<file path="src/include/mstwd_pkg.sv">
// constants and carrier types for the millisecond-tick watchdog
package mstwd_pkg;

  // bus geometry
  localparam int unsigned ADDR_W = 10;
  localparam int unsigned DATA_W = 32;
  localparam int unsigned IDX_W  = 8;
  localparam int unsigned IDX_LSB = 2;

  // register indices; byte address is four times the index
  localparam logic [IDX_W-1:0] IDX_OSC_MHZ = 8'h51;
  localparam logic [IDX_W-1:0] IDX_WDT_TO  = 8'hd6;
  localparam logic [IDX_W-1:0] IDX_WDT_KEY = 8'hd7;
  localparam logic [IDX_W-1:0] IDX_WDT_STS = 8'hd8;

  // frequency field
  localparam int unsigned FREQ_W = 7;
  localparam logic [FREQ_W-1:0] FREQ_RST = 7'h19;
  localparam logic [DATA_W-1:0] FREQ_MIN = 32'h0000_0005;
  localparam logic [DATA_W-1:0] FREQ_MAX = 32'h0000_0064;

  // timeout word layout
  localparam int unsigned HALF_W  = 16;
  localparam int unsigned CNT_LSB = 16;
  localparam logic [HALF_W-1:0] TIMEOUT_RST = 16'h03e8;
  localparam logic [HALF_W-1:0] CNT_RST     = 16'h0000;
  localparam logic [HALF_W-1:0] CNT_ONE     = 16'h0001;

  // disable key values
  localparam logic [DATA_W-1:0] KEY_MAGIC  = 32'h0d15_ab1e;
  localparam logic [DATA_W-1:0] KEY_ENABLE = 32'h0000_0000;

  // status bit positions
  localparam int unsigned STS_EXPIRED = 0;
  localparam int unsigned STS_NACK    = 1;
  localparam int unsigned STS_RUN     = 2;
  localparam int unsigned STS_FULL_POWER_STATE   = 3;

  // avalon response codes
  localparam logic [1:0] RSP_OKAY   = 2'b00;
  localparam logic [1:0] RSP_SLVERR = 2'b10;
  localparam logic [1:0] RSP_DECERR = 2'b11;

  // tick timing: one tick per millisecond, i.e. mhz times this many cycles
  localparam int unsigned TICK_PERIOD_US = 1000;
  localparam int unsigned DIV_W          = 17;

  typedef enum logic {
    BUS_IDLE,
    BUS_ACK
  } mstwd_bus_st_t;

  typedef struct packed {
    logic              read;
    logic              write;
    logic [ADDR_W-1:0] address;
    logic [DATA_W-1:0] writedata;
  } mstwd_av_req_t;

  typedef struct packed {
    logic              waitrequest;
    logic [DATA_W-1:0] readdata;
    logic [1:0]        response;
    logic              writeresponsevalid;
  } mstwd_av_rsp_t;

endpackage

</file>
<file path="src/logic/mstwd_tick_div.sv">
// millisecond tick divider driven by the programmed oscillator frequency
`timescale 1ns/1ps
module mstwd_tick_div (
  // clock and reset
  input  wire logic                             sys_clk,
  input  wire logic                             arst_n,
  // programmed frequency in mhz
  input  wire logic [mstwd_pkg::FREQ_W-1:0]     mhz,
  // one-cycle tick
  output logic                                  tick
);

  logic [mstwd_pkg::DIV_W-1:0] div_r;
  logic [mstwd_pkg::DIV_W-1:0] div_nxt;
  logic [mstwd_pkg::DIV_W-1:0] limit;
  logic                        wrap;

  // period is mhz * 1000 cycles, derived from the live setting
  assign limit   = mstwd_pkg::DIV_W'(32'(mhz) * mstwd_pkg::TICK_PERIOD_US - 1);
  // wrap also catches a count left above a newly lowered limit
  assign wrap    = (div_r >= limit);
  assign div_nxt = wrap ? '0 : div_r + mstwd_pkg::DIV_W'(1);

  always_ff @(posedge sys_clk or negedge arst_n) begin
    if (!arst_n) begin
      div_r <= '0;
      tick  <= 1'b0;
    end else begin
      div_r <= div_nxt;
      tick  <= wrap;
    end
  end

endmodule

</file>
<file path="src/logic/mstwd_top.sv">
// millisecond-tick watchdog with oscillator frequency setting and avalon slave
//
// Implementation choice: the Avalon-MM interface to the registers.
`timescale 1ns/1ps
module mstwd_top (
  // clock and reset
  input  wire logic                           sys_clk,
  input  wire logic                           arst_n,
  // avalon-mm slave
  input  wire mstwd_pkg::mstwd_av_req_t       av_req,
  output mstwd_pkg::mstwd_av_rsp_t            av_rsp,
  // power state pin
  input  wire logic                           full_power_state,
  // system outputs
  output logic                                sys_reset_req,
  output logic                                ms_tick,
  output logic [mstwd_pkg::FREQ_W-1:0]        osc_mhz,
  output logic                                wdt_running
);

  // decode helper shared by the bus decoders
  function automatic logic idx_hit(
    input logic [mstwd_pkg::ADDR_W-1:0] addr,
    input logic [mstwd_pkg::IDX_W-1:0]  idx
  );
    idx_hit = (addr[mstwd_pkg::IDX_LSB +: mstwd_pkg::IDX_W] == idx);
  endfunction

  // power state synchroniser
  logic full_power_state_meta_r;
  logic full_power_state_r;

  always_ff @(posedge sys_clk or negedge arst_n) begin
    if (!arst_n) begin
      full_power_state_meta_r <= 1'b0;
      full_power_state_r      <= 1'b0;
    end else begin
      full_power_state_meta_r <= full_power_state;
      full_power_state_r      <= full_power_state_meta_r;
    end
  end

  // register state
  logic [mstwd_pkg::FREQ_W-1:0] freq_r;
  logic [mstwd_pkg::FREQ_W-1:0] freq_nxt;
  logic [mstwd_pkg::HALF_W-1:0] timeout_r;
  logic [mstwd_pkg::HALF_W-1:0] timeout_nxt;
  logic [mstwd_pkg::HALF_W-1:0] cnt_r;
  logic [mstwd_pkg::HALF_W-1:0] cnt_nxt;
  logic [mstwd_pkg::DATA_W-1:0] key_r;
  logic [mstwd_pkg::DATA_W-1:0] key_nxt;
  logic                         enabled_r;
  logic                         enabled_nxt;
  logic                         expired_r;
  logic                         expired_nxt;
  logic                         nack_r;
  logic                         nack_nxt;

  // bus state
  mstwd_pkg::mstwd_bus_st_t     bus_st_r;
  mstwd_pkg::mstwd_bus_st_t     bus_st_nxt;
  mstwd_pkg::mstwd_av_rsp_t     rsp_r;
  mstwd_pkg::mstwd_av_rsp_t     rsp_nxt;

  // address decode
  wire hit_osc = idx_hit(av_req.address, mstwd_pkg::IDX_OSC_MHZ);
  wire hit_to  = idx_hit(av_req.address, mstwd_pkg::IDX_WDT_TO);
  wire hit_key = idx_hit(av_req.address, mstwd_pkg::IDX_WDT_KEY);
  wire hit_sts = idx_hit(av_req.address, mstwd_pkg::IDX_WDT_STS);
  wire hit_any = hit_osc | hit_to | hit_key | hit_sts;

  // request taken in idle, completed at the following edge
  wire req_new = (av_req.read | av_req.write) && (bus_st_r == mstwd_pkg::BUS_IDLE);
  wire wr_fire = av_req.write && (bus_st_r == mstwd_pkg::BUS_ACK);

  // write data checks
  wire [mstwd_pkg::DATA_W-1:0] wdata = av_req.writedata;
  wire freq_ok = (wdata >= mstwd_pkg::FREQ_MIN) && (wdata <= mstwd_pkg::FREQ_MAX);
  wire to_ok   = (wdata[mstwd_pkg::CNT_LSB +: mstwd_pkg::HALF_W] ==
                  ~wdata[mstwd_pkg::HALF_W-1:0]);

  // committed writes
  wire wr_freq    = wr_fire && hit_osc && freq_ok;
  wire wr_timeout = wr_fire && hit_to && to_ok;
  wire wr_key     = wr_fire && hit_key;
  wire wr_sts     = wr_fire && hit_sts;
  wire key_magic  = (wdata == mstwd_pkg::KEY_MAGIC);
  wire key_enable = (wdata == mstwd_pkg::KEY_ENABLE);
  wire bad_write  = (hit_osc && !freq_ok) || (hit_to && !to_ok);

  // tick generator
  logic tick;

  mstwd_tick_div u_tick_div (
    .sys_clk (sys_clk),
    .arst_n  (arst_n),
    .mhz     (freq_r),
    .tick    (tick)
  );

  // watchdog counting
  wire count_en  = enabled_r && full_power_state_r && !expired_r;
  wire cnt_zero  = (cnt_r == mstwd_pkg::CNT_RST);
  wire cnt_last  = (cnt_r == mstwd_pkg::CNT_ONE);
  wire cnt_step  = count_en && tick && !cnt_zero;
  wire hit_zero  = count_en && (cnt_zero || (tick && cnt_last));

  // next-state for frequency, timeout and key
  assign freq_nxt    = wr_freq ? wdata[mstwd_pkg::FREQ_W-1:0] : freq_r;
  assign timeout_nxt = wr_timeout ? wdata[mstwd_pkg::HALF_W-1:0] : timeout_r;
  assign key_nxt     = wr_key ? wdata : key_r;

  // enable follows the two documented key values; other values only store
  always_comb begin
    enabled_nxt = enabled_r;
    if (wr_key && key_magic) begin
      enabled_nxt = 1'b0;
    end else if (wr_key && key_enable) begin
      enabled_nxt = 1'b1;
    end
  end

  // counter: disable clears, enable or refresh reloads, tick decrements
  always_comb begin
    cnt_nxt = cnt_r;
    if (wr_key && key_magic) begin
      cnt_nxt = mstwd_pkg::CNT_RST;
    end else if (wr_timeout) begin
      cnt_nxt = wdata[mstwd_pkg::HALF_W-1:0];
    end else if (wr_key && key_enable && !enabled_r) begin
      cnt_nxt = timeout_r;
    end else if (cnt_step) begin
      cnt_nxt = cnt_r - mstwd_pkg::CNT_ONE;
    end
  end

  // expiry latches until the system reset it requests arrives
  always_comb begin
    expired_nxt = expired_r;
    if (hit_zero) begin
      expired_nxt = 1'b1;
    end
  end

  // sticky refused-write flag; a new refusal wins over a clear
  always_comb begin
    nack_nxt = nack_r;
    if (wr_sts && wdata[mstwd_pkg::STS_NACK]) begin
      nack_nxt = 1'b0;
    end
    if (wr_fire && bad_write) begin
      nack_nxt = 1'b1;
    end
  end

  // read mux
  logic [mstwd_pkg::DATA_W-1:0] rd_val;

  always_comb begin
    rd_val = '0;
    if (hit_osc) begin
      rd_val[mstwd_pkg::FREQ_W-1:0] = freq_r;
    end else if (hit_to) begin
      rd_val = {cnt_r, timeout_r};
    end else if (hit_key) begin
      rd_val = key_r;
    end else if (hit_sts) begin
      rd_val[mstwd_pkg::STS_EXPIRED] = expired_r;
      rd_val[mstwd_pkg::STS_NACK]    = nack_r;
      rd_val[mstwd_pkg::STS_RUN]     = enabled_r;
      rd_val[mstwd_pkg::STS_FULL_POWER_STATE]   = full_power_state_r;
    end
  end

  // response code
  logic [1:0] rsp_code;

  always_comb begin
    rsp_code = mstwd_pkg::RSP_OKAY;
    if (!hit_any) begin
      rsp_code = mstwd_pkg::RSP_DECERR;
    end else if (av_req.write && bad_write) begin
      rsp_code = mstwd_pkg::RSP_SLVERR;
    end
  end

  // bus sequencing: one wait cycle, answer on the second edge
  always_comb begin
    bus_st_nxt                 = bus_st_r;
    rsp_nxt                    = rsp_r;
    rsp_nxt.waitrequest        = 1'b1;
    rsp_nxt.writeresponsevalid = 1'b0;
    unique case (bus_st_r)
      mstwd_pkg::BUS_IDLE: begin
        if (req_new) begin
          bus_st_nxt                 = mstwd_pkg::BUS_ACK;
          rsp_nxt.waitrequest        = 1'b0;
          rsp_nxt.readdata           = av_req.read ? rd_val : '0;
          rsp_nxt.response           = rsp_code;
          rsp_nxt.writeresponsevalid = av_req.write;
        end
      end
      mstwd_pkg::BUS_ACK: begin
        bus_st_nxt = mstwd_pkg::BUS_IDLE;
      end
    endcase
  end

  always_ff @(posedge sys_clk or negedge arst_n) begin
    if (!arst_n) begin
      bus_st_r                 <= mstwd_pkg::BUS_IDLE;
      rsp_r.waitrequest        <= 1'b1;
      rsp_r.readdata           <= '0;
      rsp_r.response           <= mstwd_pkg::RSP_OKAY;
      rsp_r.writeresponsevalid <= 1'b0;
    end else begin
      bus_st_r <= bus_st_nxt;
      rsp_r    <= rsp_nxt;
    end
  end

  // register and counter flops
  always_ff @(posedge sys_clk or negedge arst_n) begin
    if (!arst_n) begin
      freq_r    <= mstwd_pkg::FREQ_RST;
      timeout_r <= mstwd_pkg::TIMEOUT_RST;
      cnt_r     <= mstwd_pkg::CNT_RST;
      key_r     <= mstwd_pkg::KEY_MAGIC;
      enabled_r <= 1'b0;
      expired_r <= 1'b0;
      nack_r    <= 1'b0;
    end else begin
      freq_r    <= freq_nxt;
      timeout_r <= timeout_nxt;
      cnt_r     <= cnt_nxt;
      key_r     <= key_nxt;
      enabled_r <= enabled_nxt;
      expired_r <= expired_nxt;
      nack_r    <= nack_nxt;
    end
  end

  // registered system outputs
  always_ff @(posedge sys_clk or negedge arst_n) begin
    if (!arst_n) begin
      sys_reset_req <= 1'b0;
      ms_tick       <= 1'b0;
      osc_mhz       <= mstwd_pkg::FREQ_RST;
      wdt_running   <= 1'b0;
    end else begin
      sys_reset_req <= expired_nxt;
      ms_tick       <= tick;
      osc_mhz       <= freq_nxt;
      wdt_running   <= enabled_nxt && !expired_nxt;
    end
  end

  assign av_rsp = rsp_r;

endmodule
</file>
<file path="config.mk">
export PLATFORM = sky130hd
export DESIGN_NAME = mstwd_top
export DESIGN_NICKNAME = d
export VERILOG_FILES = /design/src/include/mstwd_pkg.sv /design/src/logic/mstwd_tick_div.sv /design/src/logic/mstwd_top.sv
export SDC_FILE = /design/constraint.sdc
export NUM_CORES = 1
export LEC_CHECK = 0
export BUFFER_PORTS_ARGS = -buffer_cell sky130_fd_sc_hd__buf_2
export CAP_MARGIN = 40
export CORE_MARGIN = 8
export CORE_UTILIZATION = 49
export DETAILED_ROUTE_END_ITERATION = 6
export PLACE_DENSITY = 0.77
export SLEW_MARGIN = 20
export SYNTH_ARGS = -nofsm -noshare
export SYNTH_HDL_FRONTEND = slang
export SYNTH_SLANG_ARGS = --single-unit
</file>
<file path="constraint.sdc">
create_clock -name sys_clk -period 7.2 [get_ports sys_clk]
set_input_delay 0.36 -clock sys_clk [delete_from_list [all_inputs] [get_ports sys_clk]]
set_output_delay 0.36 -clock sys_clk [all_outputs]
set_load 0.01 [all_outputs]
</file>
==> out/results.txt <==
Syn Nets: 903
CTS resizes: 0
Layout area overhead: 15.5%
Synth warnings: 0
First drt pass iteration count: 5
CTS root buffer: clkbuf_16
Via density: 5.71
Initial DRC count: 505
Vias in the first global route: 6,230
Clk buf depth: 2
CTS HTree Levels: 4
Largest area contributor in the netlist: dfrtp_1
Total GRT Usage: 20.4%
Fmax: 157 MHz
Critical Path RT: 7.55 ns
GP Congestion: 0.883
Mean Syn Cell Area: 10.3 um^2
Type of the worst min-delay path: in -> reg
Critical Path Source Type: register
Grt ovf: 0
Layout fillers: 1,406
Die H: 144 um
Netlist cell types: 70
# diodes: 0
Sink Count: 133
Hold Path Sink: full_power_state_meta_r$_DFF_PN0_
Synth top area cells: dfrtp_1, dfstp_2, ha_1, mux2_2, fa_1
Row cnt: 47
RR Endpoint: u_tick_div.div_r[2]$_DFF_PN0_
Synth Instances: 786
WHS Path Cells: 1
Fin Clk Skew: 0.00772 ns
Slew @ Worst Pin: 0.834 ns
Final setup viols: 0
CTS buffer count: 17
RSZ-0062 raised after global routing: no
Die width: 144 um
Pwr Density: 183 mW/mm^2
WL final: 20,400 um
Final net count: 987
Die ar.: 0.0209 mm^2
Post-layout util: 57.1%
Worst Path Arrival: 6.70 ns
Placed instance area: 0.00872 mm^2
Ys async rst share: 100%
Final antenna-violating net count: 0
Synthesized area: 0.00809 mm^2
Placed insts: 1,069
Min-delay src: full_power_state
Seq/Total Area, Yosys: 41.5%
FF-to-FF path depth: 19
Final Critical Period: 6.36 ns
Crit Path Class: reg -> reg
Core ar.: 0.0163 mm^2
TNS Setup: 0 ns
Initial Utilization: 49.5%
HPWL Detailed: 14,900 um
Commonest cells in the netlist: dfrtp_1, nand2_1, nor2_1
Antenna violations before repair: 1
Clock transition at path regs: 0.06 ns
Largest net degree at the start of global routing: 69
I/O Buffers: 90
CTS tree: built
Post-route insts no fill: 1,103
Status: complete, no violations
Final period utilization: 88.3%
Worst-Skew Late Latency: 0.43 ns
EDFF count, synth: 0
Leakage: 4.44 nW
Via count: 6,300
Top_reg_cell synth: dfrtp_1
MaxCap Viol Count: 0
Synth Register Bits: 133
R2r setup slk: 0.84 ns
DRC violations left: 0
WL per Instance: 18.5 um
Crit end category: register
Io pins: 93
Reg2reg start: osc_mhz[0]$_DFFE_PN1P_
Design Area, Final: 0.00934 mm^2
Final hold violations: 0
Final Slew Violations: 0
Critical Path Start: osc_mhz[0]$_DFFE_PN1P_
Crit path max fanout: 18
Global-route wire length before repair: 33,100 um
Top cell type's share of synthesized area: 33.4%
Worst vdd rail ir drop: 0.000188 V
Max-slew headroom: 44.2%
Count leader, synth: dfrtp_1
Layout cell share with drive strength beyond 1: 25.1%
## worst max path at each step
stage | endpoint | slack [ns] | cells after the start
2_1_floorplan | u_tick_div.div_r[10]$_DFF_PN0_ | 1.22 | 19
3_3_place_gp | u_tick_div.div_r[4]$_DFF_PN0_ | 0.70 | 18
3_5_place_dp | u_tick_div.div_r[2]$_DFF_PN0_ | 0.88 | 18
4_1_cts | u_tick_div.div_r[2]$_DFF_PN0_ | 0.79 | 19
5_1_grt | u_tick_div.div_r[2]$_DFF_PN0_ | 0.54 | 18
6_report | u_tick_div.div_r[2]$_DFF_PN0_ | 0.84 | 19
## placed cells by master (no fill, tap or decap), drive strengths merged, types with 15 or more instances in the layout
master | Yosys | layout
dfstp | 25 | 25
inv | 41 | 48
nor2 | 60 | 60
a22oi | 25 | 25
xnor2 | 25 | 25
o21ai | 46 | 46
dfrtp | 108 | 108
clkbuf | 21 | 18
mux2 | 39 | 39
nor3 | 24 | 24
ha | 52 | 52
nand4 | 23 | 23
nand2 | 88 | 88
buf | 13 | 98
nand3 | 15 | 15
xor2 | 40 | 40
fa | 18 | 18
## per-stage QoR
step	setup WS [ns]	hold WS (ns)	power [mW]
3_5_place_dp	0.877	0.338	0.869
4_1_cts	0.790	0.0404	1.71
5_1_grt	0.543	0.0349	1.76
3_3_place_gp	0.699	0.337	0.866
6_report	0.843	0.0470	1.71
2_1_floorplan	1.22	0.0644	0.815
## report_power, final
group	internal, mW	switching (mW)
Combinational	0.0279	0.0670
Sequential	0.759	0.00452
Clock	0.494	0.354
## final cells by class
class                           count  area [um^2]  area share [%]
Clock buffer                       18          439            4.70
Clock inverter                     14          141            1.51
Inverter                           41          154            1.65
Multi-Input combinational cell    578         4420            47.4
Sequential cell                   133         3360            36.0
Tap cell                          220          275            2.95
Timing Repair Buffer               99          547            5.86
## registers in the layout, indices dropped and copies added, names as in the netlist, 7 cells and up
register and count:
key_r 32, av_rsp 36, u_tick_div.div_r 17, timeout_r 16
osc_mhz 7, cnt_r 16
## metal layers
| layer | share of wire, % | up-vias | global-route usage, % |
|---|---|---|---|
| met3 | 6.2 | 42 | 3.57 |
| li1 | - | 2966 | - |
| met2 | 47 | 203 | 31.6 |
| met5 | 0.059 | - | 0 |
| met1 | 44 | 3087 | 27.7 |
| met4 | 2.6 | 2 | 8.21 |
## timing repair
| item | in CTS | in global routing |
|---|---|---|
| hold buffers | 1 | 0 |
| hold endpoints to repair | 56 | 0 |
| setup buffers | 0 | 0 |
## cell families after synthesis
family / Yosys count / share of synthesized area [%]
AND/OR/NAND/NOR: 260 / 16.9
AO/OA/AOI/OAI: 140 / 12.1
flip-flops: 133 / 41.5
buffers and inverters: 75 / 3.98
multiplexers: 43 / 5.93
adder cells (fa/ha/maj): 70 / 12.5
XOR/XNOR: 65 / 7.04
## worst max-delay path, stage by stage (launching register included)
cell      delay [ns]
dfstp_2         0.67
fa_1            0.49
fa_1            0.52
inv_1           0.05
fa_1            0.50
fa_1            0.53
inv_1           0.05
ha_1            0.36
o21a_1          0.15
o31a_2          0.17
a21oi_2         0.06
or4_4           0.56
or4_4           0.51
xor2_1          0.16
ha_1            0.30
a21o_1          0.16
a21o_1          0.17
a211oi_1        0.40
o31ai_4         0.28
nor2_1          0.19
Power figures use the tool's default switching activity.
